### src/hdl/status_pkg.sv
package status_pkg;

  // ---------------------------------------------------------------------------
  // Register map (byte addresses, APB)
  // ---------------------------------------------------------------------------
  localparam logic [7:0]  ADDR_STATUS    = 8'h00;
  localparam logic [7:0]  ADDR_IRQ_STAT  = 8'h04;
  localparam logic [7:0]  ADDR_IRQ_MASK  = 8'h08;
  localparam logic [7:0]  ADDR_PAGE_BASE = 8'h0C;

  // ---------------------------------------------------------------------------
  // Status register fields
  // ---------------------------------------------------------------------------
  localparam int          STATUS_WIDTH   = 8;
  localparam int          BIT_PAGE_HIGH  = 7;
  localparam int          BIT_PAGE_MID   = 6;
  localparam int          BIT_PAGE_LOW   = 5;
  localparam int          BIT_SECOND_TIMER_OVF   = 4;
  localparam int          BIT_IRQ_OFF    = 3;
  localparam int          BIT_ZERO       = 2;
  localparam int          BIT_DCARRY     = 1;
  localparam int          BIT_CARRY      = 0;
  localparam logic [7:0]  STATUS_RESET   = 8'h08;
  localparam logic [7:0]  ARITH_MASK     = 8'h07;

  // ---------------------------------------------------------------------------
  // Program pages
  // ---------------------------------------------------------------------------
  localparam int          PAGE_WORDS     = 512;
  localparam int          PC_WIDTH       = 11;
  localparam logic [10:0] PAGE0_BASE     = 11'h000;
  localparam logic [10:0] PAGE1_BASE     = 11'h200;
  localparam logic [10:0] PAGE2_BASE     = 11'h400;
  localparam logic [10:0] PAGE3_BASE     = 11'h600;

  // ---------------------------------------------------------------------------
  // Interrupt event bits
  // ---------------------------------------------------------------------------
  localparam int          EVT_WIDTH      = 3;
  localparam int          EVT_SECOND_TIMER       = 0;
  localparam int          EVT_ZERO       = 1;
  localparam int          EVT_CARRY      = 2;
  localparam logic [2:0]  IRQ_MASK_RESET = 3'h0;

  // ---------------------------------------------------------------------------
  // Core operations
  // ---------------------------------------------------------------------------
  typedef enum logic [2:0] {
    OP_NONE   = 3'h0,
    OP_ADD    = 3'h1,
    OP_SUB    = 3'h2,
    OP_LOGIC  = 3'h3,
    OP_MOVE   = 3'h4,
    OP_BITSET = 3'h5,
    OP_BITCLR = 3'h6
  } core_op_t;

  typedef struct packed {
    logic       valid;
    core_op_t   op;
    logic [7:0] w_val;
    logic [7:0] f_val;
    logic       dest_status;
    logic [2:0] bit_sel;
  } core_req_t;

  typedef struct packed {
    logic       zero;
    logic       dcarry;
    logic       carry;
    logic       upd_zero;
    logic       upd_dcarry;
    logic       upd_carry;
    logic [7:0] result;
  } alu_res_t;

endpackage : status_pkg

### src/hdl/status_alu.sv
`timescale 1ns/1ps
module status_alu
  import status_pkg::*;
(
  input  status_pkg::core_req_t req,
  output status_pkg::alu_res_t  res
);
  always_comb
  begin
    logic [4:0] low_sum;
    logic [8:0] full_sum;
    low_sum  = 5'h00;
    full_sum = 9'h000;
    res      = '0;
    case (req.op)
      OP_ADD:
      begin
        low_sum        = {1'b0, req.f_val[3:0]} + {1'b0, req.w_val[3:0]};
        full_sum       = {1'b0, req.f_val} + {1'b0, req.w_val};
        res.result     = full_sum[7:0];
        res.carry      = full_sum[8];
        res.dcarry     = low_sum[4];
        res.zero       = (full_sum[7:0] == 8'h00);
        res.upd_zero   = 1'b1;
        res.upd_dcarry = 1'b1;
        res.upd_carry  = 1'b1;
      end
      OP_SUB:
      begin
        // Two's complement add: carry out means no borrow
        low_sum        = {1'b0, req.f_val[3:0]} + {1'b0, ~req.w_val[3:0]} + 5'h01;
        full_sum       = {1'b0, req.f_val} + {1'b0, ~req.w_val} + 9'h001;
        res.result     = full_sum[7:0];
        res.carry      = full_sum[8];
        res.dcarry     = low_sum[4];
        res.zero       = (full_sum[7:0] == 8'h00);
        res.upd_zero   = 1'b1;
        res.upd_dcarry = 1'b1;
        res.upd_carry  = 1'b1;
      end
      OP_LOGIC:
      begin
        res.result   = req.f_val & req.w_val;
        res.zero     = (res.result == 8'h00);
        res.upd_zero = 1'b1;
      end
      OP_MOVE:
        res.result = req.w_val;
      OP_BITSET:
        res.result = req.f_val | (8'h01 << req.bit_sel);
      OP_BITCLR:
        res.result = req.f_val & ~(8'h01 << req.bit_sel);
      default:
        res.result = req.f_val;
    endcase
  end
endmodule : status_alu

### src/hdl/cpu_status_flags_register.sv
`timescale 1ns/1ps
// Operation
// - Status accepts any instruction result as destination
// - Arithmetic flag writes blocked when ALU sets them
// - Eight bits: page, timer, irq-off, Z DC C
// - Low two page bits pick fetch page
// - Top page bit only stores, no effect
// - Timer B flag set on overflow, cleared
// - Irq-off one blocks, zero permits interrupts
// - Zero flag follows zero result of add/sub/logic
// - Digit carry from add/sub only
// - Carry out on add, no-borrow on subtract
module cpu_status_flags_register
  import status_pkg::*;
(
  input  wire logic                 clock,
  input  wire logic                 srst,
  input  wire logic [7:0]           paddr,
  input  wire logic                 psel,
  input  wire logic                 penable,
  input  wire logic                 pwrite,
  input  wire logic [31:0]          pwdata,
  output logic [31:0]               prdata,
  output logic                      pready,
  output logic                      pslverr,
  input  status_pkg::core_req_t     core_req,
  input  wire logic                 second_timer_overflow,
  input  wire logic                 irq_request,
  output logic [7:0]                core_result_ff,
  output logic [7:0]                status_ff,
  output logic [10:0]               page_base_ff,
  output logic                      irq_enable_ff,
  output logic                      irq_ff
);
  import status_pkg::*;

  // ---------------------------------------------------------------------------
  // Arithmetic unit
  // ---------------------------------------------------------------------------
  alu_res_t alu_res;

  status_alu u_alu (
    .req (core_req),
    .res (alu_res)
  );

  // ---------------------------------------------------------------------------
  // APB decode
  // ---------------------------------------------------------------------------
  logic apb_setup;
  logic apb_wr;
  logic apb_rd;
  logic wr_status;
  logic wr_irq_stat;
  logic wr_irq_mask;
  logic core_exec;

  assign apb_setup   = psel && !penable;
  assign apb_wr      = psel && penable && pready && pwrite;
  assign apb_rd      = psel && !penable && !pwrite;
  assign wr_status   = apb_wr && (paddr == ADDR_STATUS);
  assign wr_irq_stat = apb_wr && (paddr == ADDR_IRQ_STAT);
  assign wr_irq_mask = apb_wr && (paddr == ADDR_IRQ_MASK);
  assign core_exec   = core_req.valid;

  function automatic logic addr_mapped(input logic [7:0] a);
    addr_mapped = (a == ADDR_STATUS) || (a == ADDR_IRQ_STAT) ||
                  (a == ADDR_IRQ_MASK) || (a == ADDR_PAGE_BASE);
  endfunction : addr_mapped

  function automatic logic [10:0] page_base(input logic [1:0] sel);
    case (sel)
      2'h0:    page_base = PAGE0_BASE;
      2'h1:    page_base = PAGE1_BASE;
      2'h2:    page_base = PAGE2_BASE;
      default: page_base = PAGE3_BASE;
    endcase
  endfunction : page_base

  // One wait-free access phase
  always_ff @(posedge clock)
  begin
    if (srst)
      pready <= 1'b0;
    else
      pready <= apb_setup;
  end

  always_ff @(posedge clock)
  begin
    if (srst)
      pslverr <= 1'b0;
    else if (apb_setup)
      pslverr <= !addr_mapped(paddr);
    else
      pslverr <= 1'b0;
  end

  // ---------------------------------------------------------------------------
  // Status register
  // ---------------------------------------------------------------------------
  logic [7:0] nxt_status;
  logic       core_dest;

  assign core_dest = core_exec && core_req.dest_status;

  always_comb
  begin
    nxt_status = status_ff;
    if (core_dest)
      nxt_status = alu_res.result;
    else if (wr_status)
      nxt_status = pwdata[7:0];
    // Flag bits keep their value when the op owns a flag
    if (core_dest && (alu_res.upd_zero || alu_res.upd_dcarry || alu_res.upd_carry))
      nxt_status[BIT_ZERO:BIT_CARRY] = status_ff[BIT_ZERO:BIT_CARRY];
    if (core_exec && alu_res.upd_zero)
      nxt_status[BIT_ZERO] = alu_res.zero;
    else if (core_dest && !wr_status)
      nxt_status[BIT_ZERO] = alu_res.result[BIT_ZERO];
    if (core_exec && alu_res.upd_dcarry)
      nxt_status[BIT_DCARRY] = alu_res.dcarry;
    if (core_exec && alu_res.upd_carry)
      nxt_status[BIT_CARRY] = alu_res.carry;
    if (second_timer_overflow)
      nxt_status[BIT_SECOND_TIMER_OVF] = 1'b1;
  end

  always_ff @(posedge clock)
  begin
    if (srst)
      status_ff <= STATUS_RESET;
    else
      status_ff <= nxt_status;
  end

  always_ff @(posedge clock)
  begin
    if (srst)
      core_result_ff <= 8'h00;
    else if (core_exec)
      core_result_ff <= alu_res.result;
  end

  // ---------------------------------------------------------------------------
  // Page select and global interrupt gate
  // ---------------------------------------------------------------------------
  always_ff @(posedge clock)
  begin
    if (srst)
      page_base_ff <= PAGE0_BASE;
    else
      page_base_ff <= page_base(nxt_status[BIT_PAGE_LOW +: 2]);
  end

  always_ff @(posedge clock)
  begin
    if (srst)
      irq_enable_ff <= 1'b0;
    else
      irq_enable_ff <= irq_request && !nxt_status[BIT_IRQ_OFF];
  end

  // ---------------------------------------------------------------------------
  // Event interrupts
  // ---------------------------------------------------------------------------
  logic [2:0] irq_stat_ff;
  logic [2:0] irq_mask_ff;
  logic [2:0] evt;
  logic [2:0] nxt_irq_stat;

  assign evt[EVT_SECOND_TIMER]  = second_timer_overflow;
  assign evt[EVT_ZERO]  = core_exec && alu_res.upd_zero && alu_res.zero;
  assign evt[EVT_CARRY] = core_exec && alu_res.upd_carry && alu_res.carry;

  // Set wins over write-one-to-clear
  assign nxt_irq_stat = (irq_stat_ff & ~(wr_irq_stat ? pwdata[2:0] : 3'h0)) | evt;

  always_ff @(posedge clock)
  begin
    if (srst)
      irq_stat_ff <= 3'h0;
    else
      irq_stat_ff <= nxt_irq_stat;
  end

  always_ff @(posedge clock)
  begin
    if (srst)
      irq_mask_ff <= IRQ_MASK_RESET;
    else if (wr_irq_mask)
      irq_mask_ff <= pwdata[2:0];
  end

  always_ff @(posedge clock)
  begin
    if (srst)
      irq_ff <= 1'b0;
    else
      irq_ff <= |(nxt_irq_stat & irq_mask_ff);
  end

  // ---------------------------------------------------------------------------
  // Read data
  // ---------------------------------------------------------------------------
  always_ff @(posedge clock)
  begin
    if (srst)
      prdata <= 32'h00000000;
    else if (apb_rd)
    begin
      case (paddr)
        ADDR_STATUS:    prdata <= {24'h000000, status_ff};
        ADDR_IRQ_STAT:  prdata <= {29'h00000000, irq_stat_ff};
        ADDR_IRQ_MASK:  prdata <= {29'h00000000, irq_mask_ff};
        ADDR_PAGE_BASE: prdata <= {21'h000000, page_base_ff};
        default:        prdata <= 32'h00000000;
      endcase
    end
  end

  // ---------------------------------------------------------------------------
  // Checks
  // ---------------------------------------------------------------------------
  property p_add_carry;
    @(posedge clock) disable iff (srst)
    (core_exec && core_req.op == OP_ADD) |=> status_ff[BIT_CARRY] ==
      (({1'b0, $past(core_req.f_val)} + {1'b0, $past(core_req.w_val)}) > 9'h0FF);
  endproperty
  a_add_carry: assert property (p_add_carry) else $error("carry wrong after add");

  property p_zero_flag;
    @(posedge clock) disable iff (srst)
    (core_exec && alu_res.upd_zero) |=> status_ff[BIT_ZERO] == ($past(alu_res.result) == 8'h00);
  endproperty
  a_zero_flag: assert property (p_zero_flag) else $error("zero flag mismatch");

  property p_dc_keep;
    @(posedge clock) disable iff (srst)
    (core_exec && core_req.op == OP_LOGIC && !core_req.dest_status && !wr_status)
      |=> $stable(status_ff[BIT_DCARRY]) && $stable(status_ff[BIT_CARRY]);
  endproperty
  a_dc_keep: assert property (p_dc_keep) else $error("flags changed by logic op");

  property p_block;
    @(posedge clock) disable iff (srst)
    (wr_status && !core_exec) |=> status_ff ==
      ($past(pwdata[7:0]) | {3'h0, $past(second_timer_overflow), 4'h0});
  endproperty
  a_block: assert property (p_block) else $error("status write lost");

  property p_arith_block;
    @(posedge clock) disable iff (srst)
    (core_dest && core_req.op == OP_SUB) |=>
      status_ff[BIT_CARRY] == ($past(core_req.f_val) >= $past(core_req.w_val));
  endproperty
  a_arith_block: assert property (p_arith_block) else $error("flag write not blocked");

  property p_page;
    @(posedge clock) disable iff (srst)
    1'b1 |=> page_base_ff == page_base(status_ff[BIT_PAGE_LOW +: 2]);
  endproperty
  a_page: assert property (p_page) else $error("page base mismatch");

  property p_second_timer;
    @(posedge clock) disable iff (srst)
    second_timer_overflow |=> status_ff[BIT_SECOND_TIMER_OVF] && irq_stat_ff[EVT_SECOND_TIMER];
  endproperty
  a_second_timer: assert property (p_second_timer) else $error("timer flag not set");

  property p_irq_off;
    @(posedge clock) disable iff (srst)
    status_ff[BIT_IRQ_OFF] && $past(status_ff[BIT_IRQ_OFF]) |-> !irq_enable_ff;
  endproperty
  a_irq_off: assert property (p_irq_off) else $error("interrupt passed while off");

  property p_dc_add;
    @(posedge clock) disable iff (srst)
    (core_exec && core_req.op == OP_ADD) |=> status_ff[BIT_DCARRY] ==
      (({1'b0, $past(core_req.f_val[3:0])} + {1'b0, $past(core_req.w_val[3:0])}) > 5'h0F);
  endproperty
  a_dc_add: assert property (p_dc_add) else $error("digit carry wrong after add");

  property p_sub_carry;
    @(posedge clock) disable iff (srst)
    (core_exec && core_req.op == OP_SUB) |=>
      status_ff[BIT_CARRY] == ($past(core_req.f_val) >= $past(core_req.w_val));
  endproperty
  a_sub_carry: assert property (p_sub_carry) else $error("carry wrong after subtract");

  property p_zero_add;
    @(posedge clock) disable iff (srst)
    (core_exec && core_req.op == OP_ADD) |=>
      status_ff[BIT_ZERO] == (8'($past(core_req.f_val) + $past(core_req.w_val)) == 8'h00);
  endproperty
  a_zero_add: assert property (p_zero_add) else $error("zero flag wrong after add");

  property p_logic_keep;
    @(posedge clock) disable iff (srst)
    (core_dest && core_req.op == OP_LOGIC) |=> $stable(status_ff[BIT_DCARRY -: 2]);
  endproperty
  a_logic_keep: assert property (p_logic_keep) else $error("logic op wrote flags");

  property p_zero_hold;
    @(posedge clock) disable iff (srst)
    (!wr_status && !core_dest && !(core_exec && core_req.op inside {OP_ADD, OP_SUB, OP_LOGIC}))
      |=> $stable(status_ff[BIT_ZERO]);
  endproperty
  a_zero_hold: assert property (p_zero_hold) else $error("zero flag changed");

  property p_dc_c_hold;
    @(posedge clock) disable iff (srst)
    (!wr_status && !core_dest && !(core_exec && core_req.op inside {OP_ADD, OP_SUB}))
      |=> $stable(status_ff[BIT_DCARRY -: 2]);
  endproperty
  a_dc_c_hold: assert property (p_dc_c_hold) else $error("carry flags changed");

  property p_move_dest;
    @(posedge clock) disable iff (srst)
    (core_dest && core_req.op == OP_MOVE && !second_timer_overflow)
      |=> status_ff == $past(core_req.w_val);
  endproperty
  a_move_dest: assert property (p_move_dest) else $error("move to status lost");

  property p_status_reset;
    @(posedge clock)
    srst |=> (status_ff == STATUS_RESET) && !irq_ff && !pready;
  endproperty
  a_status_reset: assert property (p_status_reset) else $error("reset value wrong");

  property p_timer_hold;
    @(posedge clock) disable iff (srst)
    (status_ff[BIT_SECOND_TIMER_OVF] && !wr_status && !core_dest) |=> status_ff[BIT_SECOND_TIMER_OVF];
  endproperty
  a_timer_hold: assert property (p_timer_hold) else $error("timer flag dropped");

  property p_top_store;
    @(posedge clock) disable iff (srst)
    (wr_status && !core_dest) |=> status_ff[BIT_PAGE_HIGH] == $past(pwdata[BIT_PAGE_HIGH]);
  endproperty
  a_top_store: assert property (p_top_store) else $error("top page bit not stored");

  property p_irq_on;
    @(posedge clock) disable iff (srst)
    (irq_request && !status_ff[BIT_IRQ_OFF] && !wr_status && !core_dest) |=> irq_enable_ff;
  endproperty
  a_irq_on: assert property (p_irq_on) else $error("interrupt held while on");

endmodule : cpu_status_flags_register

### config.mk
export PLATFORM = sky130hd
export DESIGN_NAME = cpu_status_flags_register
export DESIGN_NICKNAME = d
export VERILOG_FILES = /design/src/hdl/status_pkg.sv /design/src/hdl/status_alu.sv /design/src/hdl/cpu_status_flags_register.sv
export SDC_FILE = /design/constraint.sdc
export NUM_CORES = 1
export LEC_CHECK = 0
export BUFFER_PORTS_ARGS = -buffer_cell sky130_fd_sc_hd__buf_2
export CAP_MARGIN = 25
export CORE_MARGIN = 2
export CORE_UTILIZATION = 44
export DETAILED_ROUTE_END_ITERATION = 8
export PLACE_DENSITY = 0.79
export SLEW_MARGIN = 10
export SYNTH_ARGS = -nofsm -noshare
export SYNTH_HDL_FRONTEND = slang
export SYNTH_SLANG_ARGS = --single-unit
### constraint.sdc
create_clock -name clock -period 8 [get_ports clock]
set_clock_uncertainty 0.15 [all_clocks]
set_input_delay 1.6 -clock clock [delete_from_list [all_inputs] [get_ports clock]]
set_output_delay 1.6 -clock clock [all_outputs]
set_load 0.01 [all_outputs]
Word level (Yosys, flattened, before mapping)
Index checks and enable logic that the tools add are counted. W data, S select, Z words.

Output and inout bits: 63. Register bits after elaboration: 69. Input bits: 71. Logic and storage cells: 107.

Eq/ne operators: 14. Shift operators: 1. Bitwise gates (word level): 11. Add/subtract/negate cells: 6. Reduce and logical (&&, ||, !) cells: 44. Muxes and demuxes: 16.

Operator list (number): $pmux W8 S6 (1); $pmux W11 S4 (1); $pmux W11 S3 (1); $logic_not A8 Y1 (4); $add A8 B8 Y9 (2); $logic_and A1 B1 Y1 (17); $and A8 B8 Y8 (2); $eq A8 B4 Y1 const B (2); $mux W8 (2); $not A8 Y8 (2); $add A4 B4 Y5 (2); $add A9 B1 Y9 const B (1); $eq A3 B3 Y1 const B (3); $reduce_bool A3 Y1 (3); $eq A8 B3 Y1 const B (1); $or A8 B8 Y8 (1); $shl A1 B3 Y8 const A (1); $and A3 B3 Y3 (2); $eq A3 B2 Y1 const B (2); $mux W1 (6); $mux W3 (2); $reduce_and A2 Y1 (3); $reduce_or A3 Y1 (2); $add A5 B1 Y5 const B (1); other kinds (18) (28).

Depth between registers and ports, before layout
Depth in word-level cells: 10. Depth in mapped cells: 11.

Cells and area by module
A second synthesis with hierarchy kept.

Cell total of the unflattened synthesis: 454. Area, all modules: 3525.9 um^2.

Modules (own cells, without submodules): cpu_status_flags_register (cells each 218, area an instance 1975.6 um^2, instances 1); status_alu (cells each 236, area an instance 1550.2 um^2, instances 1).

Worst setup path after synthesis
No wires, ideal clock.

Path type: input to register. Start: input port core_req[4] (netlist name). End: register page_base_ff[10]. Data arrival time: 3589 ps. Required time: 7764 ps. Stages: 11. Path slack: 4175 ps. Setup time: 86 ps. Path through: inv_1 ha_1 fa_1 nand2b_1 a211oi_1 o21a_1 nor3_1 or3_1 a41oi_1 nor2_1 a211oi_1.

Word-level cells in the longest chain between the ends: 6.

RTL lines: start: declaration (RTL line cpu_status_flags_register.sv:26) `input status_pkg::core_req_t core_req,`; $add A8 B8 Y9 (RTL line status_alu.sv:32) `full_sum = {1'b0, req.f_val} + {1'b0, ~req.w_val} + 9'h001;`; $add A9 B1 Y9 (RTL line status_alu.sv:32); $pmux W8 S6 (*) (RTL line status_alu.sv:15) `case (req.op)`; $mux W8 (*) (RTL line cpu_status_flags_register.sv:110) `if (core_dest)`; $eq A2 B2 Y1, or another cell as far along (RTL line cpu_status_flags_register.sv:72) `case (sel)`; $pmux W11 S3 (*) (RTL line cpu_status_flags_register.sv:72); end signal: assignment (RTL line cpu_status_flags_register.sv:153) `page_base_ff <= page_base(nxt_status[BIT_PAGE_LOW +: 2]);`; end: declaration (RTL line cpu_status_flags_register.sv:31) `output logic [10:0] page_base_ff,`.

Every way passes the cells marked *; elsewhere a longest branch is shown, timed or not. A chain may end at the register's enable or synchronous reset.

Worst setup path in the final report
Start: input port core_req[4] (netlist name). End: register status_ff[6].

Word-level cells in the longest chain between the ends: 4.

RTL lines: $add A8 B8 Y9 (RTL line status_alu.sv:32); $add A9 B1 Y9 (RTL line status_alu.sv:32); $pmux W8 S6 (*) (RTL line status_alu.sv:15); $mux W8 (*) (RTL line cpu_status_flags_register.sv:110); end signal: assignment (RTL line cpu_status_flags_register.sv:134) `status_ff <= nxt_status;`; end: declaration (RTL line cpu_status_flags_register.sv:30) `output logic [7:0] status_ff,`.

Marked as above.

==> results by group <==
Run status
  – Run status: finished, final reports clean

Global route
  – Initial antenna violation count: 0
  – Vias in the first global route: 2975
  – Total GRT Usage: 21.5%
  – Largest net degree at the start of global routing: 36
  – First-pass GRT wire length: 14.5 mm
  – Overflow after GRT: 0

Detailed routing
  – DRT antenna net count: 0
  – Vias: 3311
  – DR WL/cell: 15.3 um
  – Via/cell ratio: 5.56
  – WL final: 9.09 mm
  – DR pass1 iterations: 5
  – Number of remaining DRC errors: 0
  – Starting DRC count in detailed routing: 238

Setup path
  – Crit Path Class: input pin to flop
  – CP Cell Sequence: buf_2 -> inv_1 -> ha_1 -> fa_1 -> nand2b_1 -> a211oi_1 -> o21a_1 -> nor3_1 -> or3_1 -> a41oi_1 -> nor2_1 -> a211oi_1
  – Crit-path slowest cell: fa_1
  – Arrival time worst endpoint: 4150 ps
  – CP max FO: 4
  – CP Launch Type: input pin
  – WP data required: 8040 ps
  – Worst path max stage delay: 400 ps
  – Crit path top cell by count: a211oi_1
  – CP Capture Type: flop

Floorplanning
  – Ports: 134
  – Die width: 90.5 um
  – FP Rows: 31
  – CORE AREA: 7250 sq um
  – Die ar.: 8200 sq um
  – Initial Utilization: 45.4%
  – Chip Height: 90.5 um

CTS
  – Root Buffer: clkbuf_8
  – CTS Sinks: 38
  – Skew-Pair Late Insertion Delay: 280 ps
  – Clock Path Buffers: 2
  – Post-CTS setup buffers: 0
  – CTS tree: done
  – # resized after CTS: 0
  – Hold-fix buffers at CTS: 0
  – H-tree depth: 2
  – Num CTS Buffers: 5
  – Clock transition at the registers of the reported paths: 70 ps

Hold path
  – Hold Path Class: flop to flop

Pwr
  – Total Power: 0.000498 W
  – VDD IR max: 0.0682 mV
  – Power density over cell area: 136 nW/um^2
  – Leakage power: 1.71 nW

Final layout
  – Fin nets: 586
  – ANT cells: 0
  – Non-Filler Instances: 596
  – Seq. cell area: 761 sq um
  – Fillers: 734
  – Share of post-route cells with drive strength above 1: 19.7%
  – Area added between synthesis and finish: 11.5%
  – Multi-input gate area: 2220 sq um

Synth
  – Post-synth EDFFs: 0
  – Post-synth top cells: nor2_1, dfxtp_1, buf_4
  – Async SR Flop Fraction: 0%
  – Count leader, synth: nor2_1
  – Post-synthesis sequential area ratio: 23.1%
  – Ys flop type: dfxtp_1
  – Gate Count Post-Synth: 436
  – #FFs+latches synth: 38
  – Library cells used by synthesis: 63
  – Syn. warnings: 0
  – Synth top area cells: dfxtp_1, buf_4, nor2_1, ha_1, mux2i_1
  – Mapped cell area: 3290 sq um
  – Post-synth top area share: 23.1%
  – Syn_area_per_cell: 7.56 sq um
  – Yosys top cell by area: dfxtp_1

STA
  – Setup TNS: 0 ps
  – Final slew viol count: 0
  – Slew of the pin with the lowest slew margin: 806 ps
  – RSZ-0062 raised after global routing: no
  – Max-slew headroom: 45.8%
  – Setup Viol. Count Final: 0
  – F_max: 243 MHz
  – Hold_ws: 334 ps
  – Hold Vio Cnt, Final: 0
  – Final worst-path cycle share: 51.3%
  – Final min period: 4110 ps
  – Slack of the critical path: 3890 ps

Placement
  – Pre-CTS setup slack: 3620 ps
  – Gpl congestion: 0.941
  – Port bufs: 78
  – Post-DP HPWL: 7.16 mm
  – Cells after DPL: 588

Job
  – Max-cap violations: 0
-- cells in the final DEF, fill, tap and decap left out, types with 7 or more instances in the layout --
| cell | netlist | layout |
|---|---|---|
| a211oi_1 | 8 | 8 |
| a21oi_1 | 23 | 23 |
| a22oi_1 | 12 | 12 |
| a31oi_1 | 7 | 7 |
| buf_2 | 5 | 78 |
| conb_1 | 1 | 31 |
| dfxtp_1 | 38 | 38 |
| ha_1 | 17 | 17 |
| inv_1 | 21 | 21 |
| mux2i_1 | 16 | 16 |
| nand2_1 | 30 | 30 |
| nand2b_1 | 11 | 11 |
| nor2_1 | 62 | 62 |
| nor2b_1 | 7 | 7 |
| nor3_1 | 8 | 8 |
| o21a_1 | 7 | 7 |
| o21ai_0 | 20 | 20 |
| o22ai_1 | 8 | 8 |
| xnor2_1 | 7 | 7 |
-- final timing paths --
check | startpoint | to | slack (ps) | cells after the start
setup / recovery | core_req[4] | status_ff[6]$_SDFF_PP0_ | 3890 | 12
hold / removal | core_result_ff[7]$_SDFFE_PP0P_ | core_result_ff[7]$_SDFFE_PP0P_ | 330 | 2
setup reg to reg | pready$_SDFF_PP0_ | irq_enable_ff$_SDFF_PP0_ | 5860 | 7
hold reg to reg | core_result_ff[7]$_SDFFE_PP0P_ | core_result_ff[7]$_SDFFE_PP0P_ | 330 | 2
-- critical path: cells and delay by family --
kind                       cells  cell delay [ps]
AOI/OAI and AO/OA              4             1100
adders and majority gates      2              610
buffers and inverters          2              170
and+or+nand+nor                4              670
-- per-layer routing --
metal	part of all wire [%]	track usage, %	routed length [um]	vias to the layer above
met1	43	28.7	3900	1529
li1	-	-	-	1603
met3	8.3	2.84	754	12
met4	1.5	5.77	139	0
met2	47	36.5	4300	167
met5	0	0	0	-
-- flip-flops by register name, indices dropped and copies added, names as in the netlist --
register        cells
core_result_ff      8
irq_enable_ff       1
irq_ff              1
irq_mask_ff         3
irq_stat_ff         3
page_base_ff        2
prdata             10
pready              1
pslverr             1
status_ff           8
-- cell type report --
type / count / share of cell area [%]
Multi-Input combinational cell: 349 / 60.4
Sequential cell: 38 / 20.7
Clock inverter: 1 / 0.136
Tap cell: 99 / 3.37
Clock buffer: 7 / 2.35
Timing Repair Buffer: 78 / 10.6
Inverter: 24 / 2.45
-- kinds of logic (layout without fill, tap and decap cells) --
kind of cell	count (synthesis)	after routing	share of synthesized area [%]
other	1	31	0.114
xor gates and xnor gates	8	8	2.13
muxes	21	21	7.60
and+or+nand+nor	146	146	20.8
buffers and inverters	79	110	13.0
DFF	38	38	23.1
AOI/OAI and AO/OA	124	124	25.6
adders and majority gates	19	19	7.67
-- power breakdown --
group | total, W | internal (W) | switching [W]
Sequential | 0.000202 | 0.000197 | 0.00000490
Combinational | 0.000165 | 0.0000633 | 0.000102
Clock | 0.000130 | 0.0000694 | 0.0000610
Total | 0.000498 | 0.000330 | 0.000168
-- through the flow --
stage,utilization (%),cell area (sq um)
after global routing,50.6,3670
final,50.6,3670
after global placement,49.4,3580
after detailed placement,49.4,3580
after floorplan,-,3410
after CTS,50.6,3670
(Power assumes the default switching activity.)
